$ cat src/include/sgl_pkg.sv
// Constants for the system glue logic block.
// Assumes a single 200 MHz system clock; pin clocks are sampled, not used.
package sgl_pkg;
    // ------------------------------------------------------------
    // Timing constants
    // ------------------------------------------------------------
    localparam int unsigned SYS_CLK_MHZ = 200;
    localparam int unsigned SYS_PERIOD_NS = 5;
    // Nominal flush interval t1 and init unit t, in nanoseconds
    localparam int unsigned T1_NS = 1000;
    localparam int unsigned TU_NS = 200;
    // Input clock rates selected by the strap
    localparam int unsigned CLK_IN_FAST_MHZ = 66;
    localparam int unsigned CLK_IN_SLOW_MHZ = 33;
    // Resume reset delay after standby supply rises
    localparam int unsigned RSM_DELAY_MS = 32;
    localparam int unsigned RSM_DELAY_CYC = RSM_DELAY_MS * 1000 * SYS_CLK_MHZ;
    // Strap level meaning 33 MHz
    localparam logic STRAP_SLOW = 1'b1;
    localparam int unsigned CNT_W = 16;
    localparam int unsigned RSM_W = 24;

    // Flush / init pulse sequencer states
    typedef enum logic [1:0] {
        SGL_IDLE  = 2'b00,
        SGL_FLUSH = 2'b01,
        SGL_INIT  = 2'b10
    } sgl_state_t;
endpackage

$ cat src/design/sgl_glue.sv
// System glue logic: flush/init pulse generator, resume reset, gates.
// Assumes all pins arrive asynchronously and are synchronised here;
// open-drain pins leave the wire level to the pad (oe high = drive low).
//
// Operation
// - Flush edge, init low: flush pulse, init repulses
// - Flush edge, init high: flush, delayed init pulse
// - Flush request high: flush floats, init follows
// - Wrap low: flush edge ignored entirely
// - Pulse timing independent of input clock rate
// - Strap low means 66, high 33
// - Resume reset released 32 ms after supply
// - Drive LED low when any activity low
// - Two non-inverted copies of bus reset
// - Power good high when both inputs high
// - NAND, inverter and buffer gates
// - Out_a low when good and S3
// - Turn-on low when slot low, S3 high
// - Bias gate low while power good high
// - Display lines follow low side levels
// - Sync outputs copy sync inputs
// - Yellow and green LEDs float only when blink and S5
// - Latched backfeed set by cut, cleared S5
// - Latched backfeed stays low at power-up
`timescale 1ns/100ps
module sgl_glue
    import sgl_pkg::*;
#(
    parameter int unsigned RSM_CYC = RSM_DELAY_CYC
) (
    input wire logic i_clk_sys,
    input wire logic i_reset_n,
    input wire logic i_flush_request_in,
    input wire logic i_address_wrap_in,
    input wire logic i_init_in,
    input wire logic i_clk_rate_strap,
    input wire logic i_standby_5v_supply,
    input wire logic i_audio_enable_in,
    input wire logic i_pci_reset_in,
    input wire logic i_mute_in,
    input wire logic i_primary_drive_active,
    input wire logic i_secondary_drive_active,
    input wire logic i_scsi_drive_active,
    input wire logic i_front_panel_reset,
    input wire logic i_supply_power_good,
    input wire logic i_gate1_input_a,
    input wire logic i_gate1_input_b,
    input wire logic i_gate2_input,
    input wire logic i_gate3_input,
    input wire logic i_sleep_state3,
    input wire logic i_sleep_state5,
    input wire logic i_slot_occupied,
    input wire logic i_display_data_low_side,
    input wire logic i_display_clock_low_side,
    input wire logic i_horizontal_sync_in,
    input wire logic i_vertical_sync_in,
    input wire logic i_yellow_blink_in,
    input wire logic i_green_blink_in,
    output logic o_cpu_flush_oe,
    output logic o_firmware_hub_flush_oe,
    output logic o_init_out_oe,
    output logic o_resume_reset_out,
    output logic o_audio_reset_out,
    output logic o_audio_shutdown_out,
    output logic o_drive_activity_led_oe,
    output logic o_drive_reset_out,
    output logic o_buffered_bus_reset_out,
    output logic o_power_good_3v_out,
    output logic o_gate1_nand_out,
    output logic o_gate2_inverter_out,
    output logic o_gate3_buffer_out,
    output logic o_out_a_oe,
    output logic o_latched_backfeed_out,
    output logic o_supply_turn_on_oe,
    output logic o_clock_bias_gate_oe,
    output logic o_display_data_high_side,
    output logic o_display_clock_high_side,
    output logic o_horizontal_sync_out,
    output logic o_vertical_sync_out,
    output logic o_yellow_led_oe,
    output logic o_green_led_oe
);
    // ------------------------------------------------------------
    // Derived cycle counts
    // ------------------------------------------------------------
    // The sequencer runs on the system clock, so the strap is only registered
    // into strap_ff and drives nothing; both strap settings give identical times.
    localparam int unsigned T1_CYC = (T1_NS + SYS_PERIOD_NS - 1) / SYS_PERIOD_NS;
    localparam int unsigned TU_CYC = (TU_NS + SYS_PERIOD_NS - 1) / SYS_PERIOD_NS;
    localparam int unsigned GAP_CYC = T1_CYC - TU_CYC;
    localparam int unsigned INIT_CYC = 2 * TU_CYC;
    localparam int unsigned FAST_CLKS = T1_NS * CLK_IN_FAST_MHZ / 1000;
    localparam int unsigned SLOW_CLKS = T1_NS * CLK_IN_SLOW_MHZ / 1000;
    localparam logic [CNT_W-1:0] T1_LAST = CNT_W'(T1_CYC - 1);
    localparam logic [CNT_W-1:0] GAP_LAST = CNT_W'(GAP_CYC - 1);
    localparam logic [CNT_W-1:0] INIT_LAST = CNT_W'(INIT_CYC - 1);
    localparam logic [RSM_W-1:0] RSM_LAST = RSM_W'(RSM_CYC - 1);

    if (TU_CYC < 1 || T1_CYC <= TU_CYC || INIT_CYC >= (1 << CNT_W)) begin : g_bad_t
        $error("sgl_glue: t and t1 counts out of range");
    end
    if (RSM_CYC < 2 || RSM_CYC >= (1 << RSM_W)) begin : g_bad_rsm
        $error("sgl_glue: resume delay out of range");
    end

    // ------------------------------------------------------------
    // Input synchronisers
    // ------------------------------------------------------------
    localparam int unsigned NSYNC = 26;
    logic [NSYNC-1:0] s;
    sgl_sync #(.WIDTH(NSYNC)) u_sync (
        .i_clk_sys(i_clk_sys),
        .i_reset_n(i_reset_n),
        .i_async({i_flush_request_in, i_address_wrap_in, i_init_in, i_clk_rate_strap,
                  i_standby_5v_supply, i_audio_enable_in, i_pci_reset_in, i_mute_in,
                  i_primary_drive_active, i_secondary_drive_active,
                  i_scsi_drive_active, i_front_panel_reset, i_supply_power_good,
                  i_gate1_input_a, i_gate1_input_b, i_gate2_input, i_gate3_input,
                  i_sleep_state3, i_sleep_state5, i_slot_occupied,
                  i_display_data_low_side, i_display_clock_low_side,
                  i_horizontal_sync_in, i_vertical_sync_in, i_yellow_blink_in,
                  i_green_blink_in}),
        .o_sync(s)
    );
    logic fl_req, wrap, init_in, strap, stby, audio_enable_in, pci_rst, mute;
    logic pri_hd, sec_hd, scsi_hd, fp_rst, ps_good, g1a, g1b, g2i, g3i;
    logic slp3, slp5, slot, ddc_sda, ddc_scl, hs, vs, ylw_bl, grn_bl;
    assign {fl_req, wrap, init_in, strap, stby, audio_enable_in, pci_rst, mute,
            pri_hd, sec_hd, scsi_hd, fp_rst, ps_good, g1a, g1b, g2i, g3i,
            slp3, slp5, slot, ddc_sda, ddc_scl, hs, vs, ylw_bl, grn_bl} = s;

    // ------------------------------------------------------------
    // Flush / init pulse sequencer
    // ------------------------------------------------------------
    sgl_state_t state_ff, nxt_state;
    logic [CNT_W-1:0] cnt_ff, nxt_cnt;
    logic fl_req_d_ff, nxt_fl_req_d;
    logic init_pulse_ff, nxt_init_pulse;
    logic gap_ff, nxt_gap;
    logic strap_ff, nxt_strap;
    logic flush_edge;

    assign flush_edge = fl_req_d_ff & ~fl_req;

    // Sequence: flush low t1, init released at t1-t... modelled as
    // flush window of t1, then a gap of t1-t, then init low for 2*t.
    always_comb begin
        nxt_state = state_ff;
        nxt_cnt = cnt_ff + CNT_W'(1);
        nxt_fl_req_d = fl_req;
        nxt_init_pulse = 1'b0;
        nxt_gap = gap_ff;
        nxt_strap = strap; // strap is sampled after reset release
        unique case (state_ff)
            SGL_IDLE: begin
                nxt_cnt = '0;
                if (flush_edge && wrap) begin
                    nxt_state = SGL_FLUSH;
                end // edge ignored with wrap low
            end
            SGL_FLUSH: begin
                if (cnt_ff == T1_LAST) begin
                    nxt_state = SGL_INIT;
                    nxt_cnt = '0;
                    nxt_gap = 1'b1;
                end
            end
            SGL_INIT: begin
                if (gap_ff) begin
                    if (cnt_ff == GAP_LAST) begin // delay t1-t
                        nxt_gap = 1'b0;
                        nxt_cnt = '0;
                        nxt_init_pulse = 1'b1;
                    end
                end else if (cnt_ff == INIT_LAST) begin // 2*t
                    nxt_state = SGL_IDLE;
                    nxt_cnt = '0;
                end else begin
                    nxt_init_pulse = 1'b1;
                end
            end
        endcase
    end

    always_ff @(posedge i_clk_sys or negedge i_reset_n) begin
        if (!i_reset_n) begin
            state_ff <= SGL_IDLE;
            cnt_ff <= '0;
            fl_req_d_ff <= 1'b0; // Matches the synchroniser reset: no false edge
            init_pulse_ff <= 1'b0;
            gap_ff <= 1'b0;
            strap_ff <= 1'b0;
        end else begin
            state_ff <= nxt_state;
            cnt_ff <= nxt_cnt;
            fl_req_d_ff <= nxt_fl_req_d;
            init_pulse_ff <= nxt_init_pulse;
            gap_ff <= nxt_gap;
            strap_ff <= nxt_strap;
        end
    end

    // ------------------------------------------------------------
    // Resume reset delay
    // ------------------------------------------------------------
    logic [RSM_W-1:0] rsm_cnt_ff, nxt_rsm_cnt;
    logic rsm_ff, nxt_rsm;

    // Supply fall reasserts at once; rise restarts the 32 ms count
    always_comb begin
        nxt_rsm_cnt = rsm_cnt_ff;
        nxt_rsm = rsm_ff;
        if (!stby) begin
            nxt_rsm_cnt = '0;
            nxt_rsm = 1'b0;
        end else if (!rsm_ff) begin
            if (rsm_cnt_ff == RSM_LAST) begin
                nxt_rsm = 1'b1;
            end else begin
                nxt_rsm_cnt = rsm_cnt_ff + RSM_W'(1);
            end
        end
    end

    always_ff @(posedge i_clk_sys or negedge i_reset_n) begin
        if (!i_reset_n) begin
            rsm_cnt_ff <= '0;
            rsm_ff <= 1'b0;
        end else begin
            rsm_cnt_ff <= nxt_rsm_cnt;
            rsm_ff <= nxt_rsm;
        end
    end

    // ------------------------------------------------------------
    // Latched backfeed and registered combinational outputs
    // ------------------------------------------------------------
    logic cut_drive, cut_high, cut_high_d_ff, nxt_cut_high_d;
    logic slp5_d_ff, nxt_slp5_d, latch_ff, nxt_latch;
    logic nxt_flush_oe, nxt_init_oe, pg3;

    assign cut_drive = ps_good & slp3;
    assign cut_high = ~cut_drive;
    assign pg3 = fp_rst & ps_good;

    // Backfeed latch sets on cut rising, clears on S5 falling.
    // Reset leaves cut_high_d high so the power-up ramp sets nothing.
    always_comb begin
        nxt_cut_high_d = cut_high;
        nxt_slp5_d = slp5;
        nxt_latch = latch_ff;
        if (slp5_d_ff && !slp5) begin
            nxt_latch = 1'b0;
        end else if (cut_high && !cut_high_d_ff) begin
            nxt_latch = 1'b1;
        end
        nxt_flush_oe = (state_ff == SGL_FLUSH); // floats unless pulsing
        nxt_init_oe = (!init_in && state_ff != SGL_FLUSH && !gap_ff) || init_pulse_ff;
    end

    always_ff @(posedge i_clk_sys or negedge i_reset_n) begin
        if (!i_reset_n) begin
            cut_high_d_ff <= 1'b1;
            slp5_d_ff <= 1'b0;
            latch_ff <= 1'b0;
            o_cpu_flush_oe <= 1'b0;
            o_firmware_hub_flush_oe <= 1'b0;
            o_init_out_oe <= 1'b0;
            o_resume_reset_out <= 1'b0;
            o_audio_reset_out <= 1'b0;
            o_audio_shutdown_out <= 1'b0;
            o_drive_activity_led_oe <= 1'b0;
            o_drive_reset_out <= 1'b0;
            o_buffered_bus_reset_out <= 1'b0;
            o_power_good_3v_out <= 1'b0;
            o_gate1_nand_out <= 1'b0;
            o_gate2_inverter_out <= 1'b0;
            o_gate3_buffer_out <= 1'b0;
            o_out_a_oe <= 1'b0;
            o_latched_backfeed_out <= 1'b0;
            o_supply_turn_on_oe <= 1'b0;
            o_clock_bias_gate_oe <= 1'b0;
            o_display_data_high_side <= 1'b0;
            o_display_clock_high_side <= 1'b0;
            o_horizontal_sync_out <= 1'b0;
            o_vertical_sync_out <= 1'b0;
            o_yellow_led_oe <= 1'b0;
            o_green_led_oe <= 1'b0;
        end else begin
            cut_high_d_ff <= nxt_cut_high_d;
            slp5_d_ff <= nxt_slp5_d;
            latch_ff <= nxt_latch;
            o_cpu_flush_oe <= nxt_flush_oe;
            o_firmware_hub_flush_oe <= nxt_flush_oe;
            o_init_out_oe <= nxt_init_oe;
            o_resume_reset_out <= nxt_rsm;
            o_audio_reset_out <= audio_enable_in & pci_rst;
            o_audio_shutdown_out <= ~mute;
            o_drive_activity_led_oe <= ~(pri_hd & sec_hd & scsi_hd);
            o_drive_reset_out <= pci_rst;
            o_buffered_bus_reset_out <= pci_rst;
            o_power_good_3v_out <= pg3;
            o_gate1_nand_out <= ~(g1a & g1b);
            o_gate2_inverter_out <= ~g2i;
            o_gate3_buffer_out <= g3i;
            o_out_a_oe <= cut_drive;
            o_latched_backfeed_out <= nxt_latch;
            o_supply_turn_on_oe <= ~slot & slp3;
            o_clock_bias_gate_oe <= pg3;
            o_display_data_high_side <= ddc_sda;
            o_display_clock_high_side <= ddc_scl;
            o_horizontal_sync_out <= hs;
            o_vertical_sync_out <= vs;
            o_yellow_led_oe <= ~(ylw_bl & slp5);
            o_green_led_oe <= ~(grn_bl & slp5);
        end
    end
endmodule // sgl_glue

$ cat src/design/sgl_sync.sv
// Two-flop synchroniser bank for pin inputs.
// Assumes inputs are asynchronous to i_clk_sys.
`timescale 1ns/100ps
module sgl_sync #(
    parameter int unsigned WIDTH = 8
) (
    input wire logic i_clk_sys,
    input wire logic i_reset_n,
    input wire logic [WIDTH-1:0] i_async,
    output logic [WIDTH-1:0] o_sync
);
    // ------------------------------------------------------------
    // Synchroniser
    // ------------------------------------------------------------
    logic [WIDTH-1:0] meta_ff;
    logic [WIDTH-1:0] sync_ff;
    logic [WIDTH-1:0] nxt_meta;
    logic [WIDTH-1:0] nxt_sync;

    // First stage feeds only the second stage
    always_comb begin
        nxt_meta = i_async;
        nxt_sync = meta_ff;
    end

    always_ff @(posedge i_clk_sys or negedge i_reset_n) begin
        if (!i_reset_n) begin
            meta_ff <= '0;
            sync_ff <= '0;
        end else begin
            meta_ff <= nxt_meta;
            sync_ff <= nxt_sync;
        end
    end

    assign o_sync = sync_ff;
endmodule // sgl_sync

$ cat config.mk
export PLATFORM = sky130hd
export DESIGN_NAME = sgl_glue
export DESIGN_NICKNAME = d
export VERILOG_FILES = /design/src/include/sgl_pkg.sv /design/src/design/sgl_glue.sv /design/src/design/sgl_sync.sv
export SDC_FILE = /design/constraint.sdc
export NUM_CORES = 1
export LEC_CHECK = 0
export BUFFER_PORTS_ARGS = -buffer_cell sky130_fd_sc_hd__buf_2
export CORE_ASPECT_RATIO = 0.7
export CORE_UTILIZATION = 45
export DETAILED_ROUTE_END_ITERATION = 10
export MAX_ROUTING_LAYER = met4
export RECOVER_POWER = 50
export SLEW_MARGIN = 20
export SYNTH_ARGS = -nofsm -noshare
export SYNTH_HDL_FRONTEND = slang
export SYNTH_SLANG_ARGS = --single-unit
$ cat constraint.sdc
create_clock -name i_clk_sys -period 2.8 [get_ports i_clk_sys]
set_clock_uncertainty 0.05 [all_clocks]
set_input_delay 0.14 -clock i_clk_sys [delete_from_list [all_inputs] [get_ports i_clk_sys]]
set_output_delay 0.14 -clock i_clk_sys [all_outputs]
set_load 0.005 [all_outputs]
# Word level (Yosys, flattened, before mapping)
# Index checks and enable logic that the tools add are counted.
[op_classes] add_sub_neg=2 n_eq_ne=13 n_mux=26 bitwise_logic=19 n_reduce_logical=16
[ops] cell="two-way mux 24 bit" n=3
[ops] cell="two-way mux 16 bit" n=4
[ops] cell="case mux 16 bit (3 select lines)" n=1
[ops] cell="== test 16 x 8 -> 1 bit (second input constant)" n=2
[ops] cell="adder 24 x 1 -> 24 bit (second input constant)" n=1
[ops] cell="== test 24 x 23 -> 1 bit (second input constant)" n=1
[ops] cell="adder 16 x 1 -> 16 bit (second input constant)" n=1
[ops] cell="== test 16 x 7 -> 1 bit (second input constant)" n=1
[ops] cell="two-way mux 1 bit" n=12
[ops] cell="bitwise AND 1 bit" n=10
[ops] cell="inequality test 2 bit (second input constant)" n=5
[ops] cell="NOT 1 bit" n=9
[ops] cell="two-way mux 2 bit" n=4
[ops] cell="case mux 2 bit (3 select lines)" n=1
[ops] cell="logical AND 1 bit" n=5
[ops] cell="zero test 1 bit" n=4
[ops] cell="inequality test 2 x 1 -> 1 bit (second input constant)" n=2
[ops] cell="AND reduction 2 bit" n=2
[ops] cell="AND reduction 4 bit" n=1
[ops] cell="nonzero test 2 bit" n=2
[ops] cell="== test 2 x 1 -> 1 bit (second input constant)" n=1
[ops] cell="== test 2 bit (second input constant)" n=1
[ops] cell="zero test 2 bit" n=1
[ops] cell="case mux 1 bit (2 select lines)" n=1
[ops] cell="logical OR 1 bit" n=1
[word_totals] regBits=119 wordCells=106 in_bits=28

# Longest topological paths before layout
# Gate-level depths: netlist of run 1.
[logic_depth] depth_word=5 mapped_depth=7 mapped_depth_nobuf=6

# By module
# A second synthesis of run 1 with hierarchy kept.
[unflattened] cells_unflattened=351 hier_area_um2=4401.7
[modules_own_cells] mod="sgl_glue" cells_each=299 area_per_inst_um2=3100.5 seq_area_each_um2=1677.9 n_inst=1
[modules_own_cells] mod="sgl_sync" cells_each=52 area_per_inst_um2=1301.2 seq_area_each_um2=1301.2 n_inst=1

# Least setup slack after synthesis of run 1
# OpenSTA, ideal clock, no wires.
[synth_path] path_type="flip-flop to flip-flop" from="register cnt_ff[0]" to="register cnt_ff[11]" required_ns=2.629 slack_ns=0.761 stages_incl_launch_ff=8 arrival_ns=1.868 setup_ns=0.121 cell_sequence="dfrtp_1 ha_1 nand3_1 or4_1 o21ai_1 o22a_1 buf_2 nor2_1"
[synth_via] elab_chain_len=4 elab_cells_between_ends=9 cone_classes="1 x add/sub; 3 x eq/ne; 5 x mux"
[synth_lines] element="from (decl)" line="sgl_glue.sv:136" source="logic [CNT_W-1:0] cnt_ff, nxt_cnt;"
[synth_lines] element="from (signal assigned)" line="sgl_glue.sv:195" source="cnt_ff <= nxt_cnt;"
[synth_lines] element="adder 16 x 1 -> 16 bit, or another cell as far along" line="sgl_glue.sv:149" source="nxt_cnt = cnt_ff + CNT_W'(1);"
[synth_lines] element="two-way mux 16 bit (on tied branches)" line="sgl_glue.sv:175, sgl_glue.sv:170"
[synth_lines] element="two-way mux 16 bit" line="sgl_glue.sv:169" source="if (gap_ff) begin"
[synth_lines] element="case mux 16 bit (3 select lines) (*)" line="sgl_glue.sv:154" source="unique case (state_ff)"
[synth_lines] element="net nxt_cnt[11]" line="sgl_glue.sv:136"
# Mark *: on every way through the listed nets, which the timed path passes. The rest lies on a longest branch.
# A chain may end at the register's enable or synchronous reset.

# Final worst setup path of run 1
[layout_path] from="register cnt_ff[0]" to="register cnt_ff[13]"
# Same word-level chain as after synthesis.

==> results.yml, run 1 <==
cts:
  cts_post_setup_buffers_inserted: 0
  cts-resized-gates: 0
  worst_skew_pair.late_latency_ps: 410
  worst_setup_hold_path_clk_slew_ps: 60
  clock-root-buffer: "sky130_fd_sc_hd__clkbuf_16"
  tritoncts: "done"
  hold_buffers: 26
  tritoncts_num_sinks: 117
  cts_inserted_buffers: 17
  cts_htree_levels: 4
  clk_path_buf_depth: 2
synthesis:
  synth_seq_cells: 117
  yosys_warnings: 0
  synth_area_um2: 4320
  syn_inst: 340
  syn_nets: 373
  post_synth_num_cell_types: 40
  synth_area_per_cell_um2: 12.7
  async_flop_share: 1.00
  synth_sequential_area_ratio: 0.679
  synth_edf_count: 0
  synth_ff_type: "sky130_fd_sc_hd__dfrtp_1"
routing:
  num_vias: 2734
  detail_route.iter0.violations: 186
  ant_nets: 0
  routed_wire_length_mm: 7.35
  drt_pass1_iterations: 4
  wire_per_inst_um: 13.0
  avgViaCountPerCell: 4.82
  remaining_drc_errors: 0
setup_path:
  worstSetupPathType: "reg -> reg"
  worstPathMaxFanout: 15
  timing.critical_path.required_ps: 3020
  cp.arrival_ps: 2640
  crit_path_launch_type: "flip-flop"
  worstReg2RegStart: "cnt_ff[0]"
  crit_start: "cnt_ff[0]"
  critical_path.endpoint_type: "flip-flop"
timing:
  maxSlewViolCount: 0
  setup-tns-final_ps: 0
  setup-violations-final: 0
  crit_share_post_route: 0.864
  worstMarginPinSlew_ps: 1210
  min_period_ps: 2420
  rsz0062_at_grt: "no"
  rel_slew_slack: 0.196
  hold_viol: 0
  post_layout_worst_setup_margin_ps: 381
  maxClockFrequency_ghz: 0.413
min_path:
  hold_path_startpoint: "u_sync.meta_ff[24]"
  hold_path.class: "reg -> reg"
floorplanning:
  start_util: 0.470
  coreArea_um2: 9180
  die_w_um: 119
  fp.dieArea_um2: 9990
  floorplan.rows: 29
  die-height_um: 83.9
  num_io_pins: 51
pwr:
  power_switching_share: 0.214
  power.static_leakage_nw: 2.66
  internal_power_mw: 3.60
  power_per_cell_area_nw_per_um2: 811
  p_clk_frac: 0.541
  peakVddDrop_v: 0.000586
  combinationalPowerShare: 0.062
  power_switching_mw: 0.979
  power.share.sequential: 0.397
global_routing:
  grt_antenna_before_repair: 0
  groute.usage.overall: 0.181
  grt_first_pass_wirelength_mm: 13.2
  overall_overflow_remaining_after_global_route: 0
  grt_max_degree: 68
  grt_pass1_vias: 2769
placement:
  dpl_worst_slack_ps: 391
  io_buffer_count: 49
  dp_hpwl_mm: 4.45
  place_congestion: 0.814
cells_and_area:
  antennaDiodeCount: 0
  final.fill_count: 693
  drive_gt1_frac: 0.199
  nets: 463
  syn_to_final_growth_pct: 30.9
status:
  status: "complete, no violations"
job:
  cap_viol_max_count: 0
## per-layer routing
metal,track usage,vias up,share of wire
met5,-,-,0
met4,0.0829,0,0.016
met3,0.0745,8,0.058
met2,0.239,77,0.42
met1,0.241,1315,0.51
li1,-,1334,-
## worst paths after layout
check | endpoint | slack, ps | cells past startpoint
worst max-delay path | cnt_ff[13] | 380 | 6
worst min-delay path | u_sync.o_sync[24] | 300 | 0
worst max register to register | cnt_ff[13] | 380 | 6
worst min register to register | u_sync.o_sync[24] | 300 | 0
max in group asynchronous | cut_high_d_ff | 1270 | 3
min in group asynchronous | o_init_out_oe | 470 | 2
## worst max-delay path: stages, from the launching register on
cell and delay [ps]:
sky130_fd_sc_hd__dfrtp_1 370, sky130_fd_sc_hd__ha_1 220, sky130_fd_sc_hd__nand3_1 150, sky130_fd_sc_hd__or4_1 430, sky130_fd_sc_hd__o21ai_1 370, sky130_fd_sc_hd__o22a_1 570, sky130_fd_sc_hd__nor2_1 120
## cell usage in the layout (no fill, tap or decap), types with 7 or more instances in the layout
cell and instances:
sky130_fd_sc_hd__and3_1 10, sky130_fd_sc_hd__nor2_1 24, sky130_fd_sc_hd__nand2b_1 11, sky130_fd_sc_hd__dfrtp_1 116, sky130_fd_sc_hd__nand3_1 18, sky130_fd_sc_hd__nor3_1 7
sky130_fd_sc_hd__mux2i_1 12, sky130_fd_sc_hd__clkbuf_16 17, sky130_fd_sc_hd__xnor2_1 14, sky130_fd_sc_hd__nand2_1 26, sky130_fd_sc_hd__inv_1 14, sky130_fd_sc_hd__dlygate4sd3_1 26
sky130_fd_sc_hd__buf_2 46, sky130_fd_sc_hd__xor2_1 11, sky130_fd_sc_hd__nand4_1 9, sky130_fd_sc_hd__and2_1 12
## cell type report
class	count	area, µm²	area share
clock buffer	18	439	0.0777
tap	124	155	0.0275
inverter	14	52.6	0.00930
sequential	117	2930	0.518
clock inverter	14	245	0.0434
timing repair buffer	78	534	0.0945
multi-input combinational	202	1300	0.229
## flip-flops by register name, indices dropped and copies added (netlist names), 2 cells and up
register	cells
state_ff	2
rsm_cnt_ff	24
u_sync.meta_ff	25
cnt_ff	16
u_sync.o_sync	25
## Yosys cell counts (all sizes together), types with 7 or more instances
library cell  instances  area (µm²)
nand2b               11        68.8
mux2i                12         120
nand3                18        90.1
xnor2                14         123
nor3                  7        35.0
and2                 13        81.3
nand2                26        97.6
and3                 10        62.6
inv                  14        52.6
dfrtp               116        2900
xor2                 11        96.3
nor2                 24        90.1
nand4                 9        56.3
## power by group through the flow
stage               Sequential [mW]  Clock (mW)  Combinational, mW
detailed placement             1.85           0              0.262
CTS                            1.82        2.53              0.291
global placement               1.84           0              0.256
floorplan                      1.84           0              0.152
global route                   1.83        2.61              0.326
finish                         1.82        2.48              0.284
## cells by family after synthesis
| kind of cell | Yosys count | synth area share |
|---|---|---|
| simple gates | 138 | 0.172 |
| fa+ha+maj | 5 | 0.0145 |
| flops | 117 | 0.679 |
| xor+xnor | 25 | 0.0507 |
| mux | 12 | 0.0278 |
| compound gates | 22 | 0.0354 |
| buf+inv | 21 | 0.0212 |
## stage by stage
step / power, mW / utilization / instance area (µm²) / hold slack, ps / instances
after floorplan: 1.99 / - / 4320 / -206 / 340
after global placement: 2.10 / 0.514 / 4720 / 155 / 509
after detailed placement: 2.11 / 0.514 / 4720 / 153 / 509
after CTS: 4.64 / 0.617 / 5660 / 262 / 567
after global routing: 4.76 / 0.616 / 5650 / 300 / 567
final: 4.58 / 0.616 / 5650 / 295 / 567
Note: power is estimated with default switching activity, not from simulation.
==> inputs of run 2 (changes only) <==
--- a/config.mk
+++ b/config.mk
@@ -7,11 +7,10 @@
 export LEC_CHECK = 0
 export BUFFER_PORTS_ARGS = -buffer_cell sky130_fd_sc_hd__buf_2
 export CORE_ASPECT_RATIO = 0.7
-export CORE_UTILIZATION = 45
+export CORE_UTILIZATION = 40
 export DETAILED_ROUTE_END_ITERATION = 10
 export MAX_ROUTING_LAYER = met4
 export RECOVER_POWER = 50
-export SLEW_MARGIN = 20
 export SYNTH_ARGS = -nofsm -noshare
 export SYNTH_HDL_FRONTEND = slang
 export SYNTH_SLANG_ARGS = --single-unit
==> results.yml, run 2 (synthesis gave the netlist of run 1 again) <==
min_path:
  hold_path.class: "reg -> reg"
  hold_path_startpoint: "u_sync.meta_ff[25]"
  hold_end: "u_sync.o_sync[25]"
  holdPathStages: 0
cts:
  cts_htree_levels: 4
  cts-resized-gates: 0
  worst_setup_hold_path_clk_slew_ps: 60
  worst_skew_pair.late_latency_ps: 410
  clock-root-buffer: "sky130_fd_sc_hd__clkbuf_16"
  tritoncts: "done"
  tritoncts_num_sinks: 117
  cts_post_setup_buffers_inserted: 0
  clk_path_buf_depth: 2
  cts_inserted_buffers: 17
timing:
  min_period_ps: 2290
  rsz0062_at_grt: "no"
  worst_hold_slack_ps: 292
  maxSlewViolCount: 0
  post_layout_worst_setup_margin_ps: 509
  setup-violations-final: 0
  maxClockFrequency_ghz: 0.436
  hold_viol: 0
  crit_share_post_route: 0.818
  worstMarginPinSlew_ps: 1190
  setup-tns-final_ps: 0
  rel_slew_slack: 0.209
setup_path:
  cp.arrival_ps: 2510
  worstReg2RegStart: "cnt_ff[0]"
  worstPathMaxFanout: 15
  worstSetupPathType: "reg -> reg"
  timing.reg2reg.setup_slack_ps: 510
  crit_path_launch_type: "flip-flop"
  timing.critical_path.required_ps: 3010
  critical_path.endpoint_type: "flip-flop"
  reg2reg_to: "cnt_ff[5]"
  worst-r2r-cell-count: 6
routing:
  remaining_drc_errors: 0
  wire_per_inst_um: 12.8
  drt_pass1_iterations: 4
  avgViaCountPerCell: 4.73
  num_vias: 2724
  routed_wire_length_mm: 7.35
  detail_route.iter0.violations: 92
  ant_nets: 0
pwr:
  fin_total_pwr_mw: 4.29
  power.static_leakage_nw: 2.62
  peakVddDrop_v: 0.000457
  power_per_cell_area_nw_per_um2: 767
placement:
  dp_hpwl_mm: 4.59
  io_buffer_count: 49
  placedInstanceArea_um2: 4730
  place_congestion: 0.783
  dpl_worst_slack_ps: 493
global_routing:
  grt_pass1_vias: 2717
  groute.usage.overall: 0.158
  grt_max_degree: 65
  grt_first_pass_wirelength_mm: 12.8
  grt_antenna_before_repair: 0
  overall_overflow_remaining_after_global_route: 0
cells_and_area:
  nets: 464
  layout.cells.most_common_list: "116 x sky130_fd_sc_hd__dfrtp_1, 46 x sky130_fd_sc_hd__buf_2, 26 x sky130_fd_sc_hd__nand2_1, 26 x sky130_fd_sc_hd__dlygate4sd3_1, 24 x sky130_fd_sc_hd__nor2_1"
  final.fill_count: 903
  multiInputGateArea_um2: 1300
  mostFrequentLayoutCell: "sky130_fd_sc_hd__dfrtp_1"
  antennaDiodeCount: 0
  layout.area.seq_um2: 2930
  drive_gt1_frac: 0.198
  syn_to_final_growth_pct: 29.5
  design_area_um2: 5590
floorplanning:
  floorplan.rows: 31
  die_w_um: 126
  coreArea_um2: 10400
  start_util: 0.414
  die-height_um: 88.9
  num_io_pins: 51
  fp.dieArea_um2: 11200
job:
  cap_viol_max_count: 0
status:
  status: "complete, no violations"
run 2: changes by cell type in the layout (fill, tap and decap cells not counted), sizes merged:
cell,delta
clkinvlp,+2
clkinv,+1
bufinv,-3
buf,+1
run 2: through the flow:
stage	std cells	util
after global placement	518	0.454
after CTS	576	0.537
after detailed placement	518	0.454
after floorplan	340	-
after global routing	576	0.536
final	576	0.536
run 2: worst max-delay path: stages, from the launching register on:
cell	delay, ps
sky130_fd_sc_hd__dfrtp_1	360
sky130_fd_sc_hd__ha_1	220
sky130_fd_sc_hd__nand3_1	120
sky130_fd_sc_hd__or3_1	430
sky130_fd_sc_hd__o21ai_0	340
sky130_fd_sc_hd__o22a_1	520
sky130_fd_sc_hd__nor2_1	110
run 2: per-layer routing:
metal  wire length (µm)  GRT usage
met1               3770      0.203
met2               3200      0.227
met3                230     0.0449
met4                155     0.0920
met5                  0          -
run 2: cell type report:
type | count | share of cell area
Sequential cell | 117 | 0.524
Multi-Input combinational cell | 202 | 0.232
Timing Repair Buffer | 79 | 0.0969
Clock buffer | 18 | 0.0768
Clock inverter | 14 | 0.0313
Tap cell | 132 | 0.0295
Inverter | 14 | 0.00940
run 2: worst max-delay path by stage:
stage	endpoint	cells past startpoint	startpoint	slack [ps]
2_1_floorplan	cnt_ff[11]	7	cnt_ff[0]	760
3_3_place_gp	cnt_ff[7]	6	cnt_ff[0]	570
3_5_place_dp	cnt_ff[7]	6	cnt_ff[0]	490
4_1_cts	cnt_ff[7]	6	cnt_ff[0]	500
5_1_grt	cnt_ff[5]	6	cnt_ff[0]	300
6_report	cnt_ff[5]	6	cnt_ff[0]	510
run 2: power breakdown:
part / internal (mW) / switching (mW)
registers: 1.78 / 0.0408
clock network: 1.41 / 0.777
logic: 0.120 / 0.163
run 2: repair_timing:
item / 4_1_cts / 5_1_grt
endpoints found under the setup margin: 0 / 0
endpoints found under the hold margin: 72 / 0
hold buffers: 26 / 0
==> inputs of run 3 (changes only) <==
==> constraint.sdc (replaced) <==
create_clock -name i_clk_sys -period 1.95 [get_ports i_clk_sys]
set_clock_uncertainty 0.05 [all_clocks]
set_input_delay 0.0975 -clock i_clk_sys [delete_from_list [all_inputs] [get_ports i_clk_sys]]
set_output_delay 0.0975 -clock i_clk_sys [all_outputs]
set_load 0.005 [all_outputs]
==> results.yml, run 3 (synthesis gave the netlist of run 1 again) <==
status:
  status: "finished with violations"
  violations: "negative setup slack"
routing:
  remaining_drc_errors: 0
  drt_pass1_iterations: 4
  routed_wire_length_mm: 7.78
  route.layer.met1.wl_mm: 3.78
  wire_per_inst_um: 13.1
  detail_route.iter0.violations: 130
  num_vias: 2805
  met2RoutedLength_mm: 3.58
  ant_nets: 0
  avgViaCountPerCell: 4.73
  routed.top_layer: "met4"
  amount_of_wire_on_met3_after_detailed_routing_um: 298
floorplanning:
  die_w_um: 126
  floorplan.rows: 31
  fp.dieArea_um2: 11200
  start_util: 0.414
  coreArea_um2: 10400
  die-height_um: 88.9
  num_io_pins: 51
global_routing:
  groute.usage.overall: 0.167
  overall_overflow_remaining_after_global_route: 0
  grt_first_pass_wirelength_mm: 13.6
  grt_antenna_before_repair: 0
  grt_pass1_vias: 2874
  grt_max_degree: 118
timing:
  rel_slew_slack: 0.0568
  worstMarginPinSlew_ps: 1410
  crit_share_post_route: 1.01
  maxSlewViolCount: 0
  post_layout_worst_setup_margin_ps: -22.1
  maxClockFrequency_ghz: 0.507
  setup-violations-final: 4
  rsz0062_at_grt: "yes"
  min_period_ps: 1970
  hold_viol: 0
  worst_hold_slack_ps: 280
placement:
  io_buffer_count: 49
  place_congestion: 0.801
  dp_cells: 535
  dp_hpwl_mm: 4.71
  placedInstanceArea_um2: 4880
job:
  cap_viol_max_count: 0
cells_and_area:
  layout.cells.most_common_list: "116 x sky130_fd_sc_hd__dfrtp_1, 47 x sky130_fd_sc_hd__buf_2, 26 x sky130_fd_sc_hd__nand2_1, 26 x sky130_fd_sc_hd__dlygate4sd3_1, 24 x sky130_fd_sc_hd__nor2_1"
  final.fill_count: 844
  mostFrequentLayoutCell: "sky130_fd_sc_hd__dfrtp_1"
  design_area_um2: 5830
  syn_to_final_growth_pct: 35.1
  drive_gt1_frac: 0.260
  nets: 481
  antennaDiodeCount: 0
  stdcell_count: 593
  multiInputGateArea_um2: 1380
  layout.area.seq_um2: 2930
setup_path:
  worstSetupPathType: "reg -> reg"
  cp.arrival_ps: 2210
  crit_path_launch_type: "flip-flop"
  worstPathMaxFanout: 5
  critical_path.endpoint_type: "flip-flop"
  timing.critical_path.required_ps: 2190
min_path:
  hold_path.class: "in -> reg"
pwr:
  power_per_cell_area_nw_per_um2: 1080
  peakVddDrop_v: 0.000720
  power.static_leakage_nw: 2.74
cts:
  cts_inserted_buffers: 17
  tritoncts: "done"
  cts_post_setup_buffers_inserted: 0
  worst_skew_pair.late_latency_ps: 410
  cts_htree_levels: 4
  clk_path_buf_depth: 2
  worst_setup_hold_path_clk_slew_ps: 50
  clock-root-buffer: "sky130_fd_sc_hd__clkbuf_16"
  tritoncts_num_sinks: 117
==> run 3: repair_timing <==
item,4_1_cts,5_1_grt
hold endpoints to repair,141,0
pin swaps,2,8
endpoints found under the setup margin,7,31
hold buffers,26,0
resized for setup,5,13
==> run 3: final timing paths <==
| check | cells past startpoint | endpoint | startpoint | slack (ps) |
|---|---|---|---|---|
| worst min register to register | 0 | u_sync.o_sync[12] | u_sync.meta_ff[12] | 300 |
| worst max-delay path | 6 | rsm_cnt_ff[6] | rsm_cnt_ff[19] | -20 |
| worst min-delay path | 2 | u_sync.meta_ff[6] | i_slot_occupied | 280 |
| worst max register to register | 6 | rsm_cnt_ff[6] | rsm_cnt_ff[19] | -20 |
| max in group asynchronous | 3 | o_horizontal_sync_out | i_reset_n | 320 |
| min in group asynchronous | 3 | o_init_out_oe | i_reset_n | 600 |
==> run 3: power by group <==
part | switching, mW | internal [mW]
combinational | 0.248 | 0.239
sequential | 0.0668 | 2.55
clock | 1.13 | 2.09
==> run 3: area by class of cell <==
class                      count  area share
timing repair buffer          96       0.117
clock inverter                13      0.0294
clock buffer                  19      0.0776
sequential                   117       0.502
inverter                      14     0.00901
multi-input combinational    202       0.237
tap                          132      0.0283
==> run 3: through the flow <==
stage	TNS [ps]	utilization	setup WS, ps	power, mW
2_1_floorplan	0	-	6.50	2.86
3_3_place_gp	-17.0	0.467	-11.6	3.08
3_5_place_dp	-190	0.467	-52.1	3.09
4_1_cts	-93.6	0.554	-19.6	6.38
5_1_grt	-864	0.559	-129	6.59
6_report	-72.7	0.559	-22.1	6.33
==> run 3: critical path: stages, from the launching register on <==
cell	delay, ps
sky130_fd_sc_hd__dfrtp_1	380
sky130_fd_sc_hd__or4bb_4	560
sky130_fd_sc_hd__nor4_4	270
sky130_fd_sc_hd__buf_6	170
sky130_fd_sc_hd__a2111oi_1	100
sky130_fd_sc_hd__xor2_1	150
sky130_fd_sc_hd__and2_1	170
==> run 3: per-layer routing <==
layer | vias up | global-route usage
li1 | 1378 | -
met1 | 1361 | 0.211
met2 | 53 | 0.243
met3 | 13 | 0.0521
met4 | 0 | 0.0920
met5 | - | -
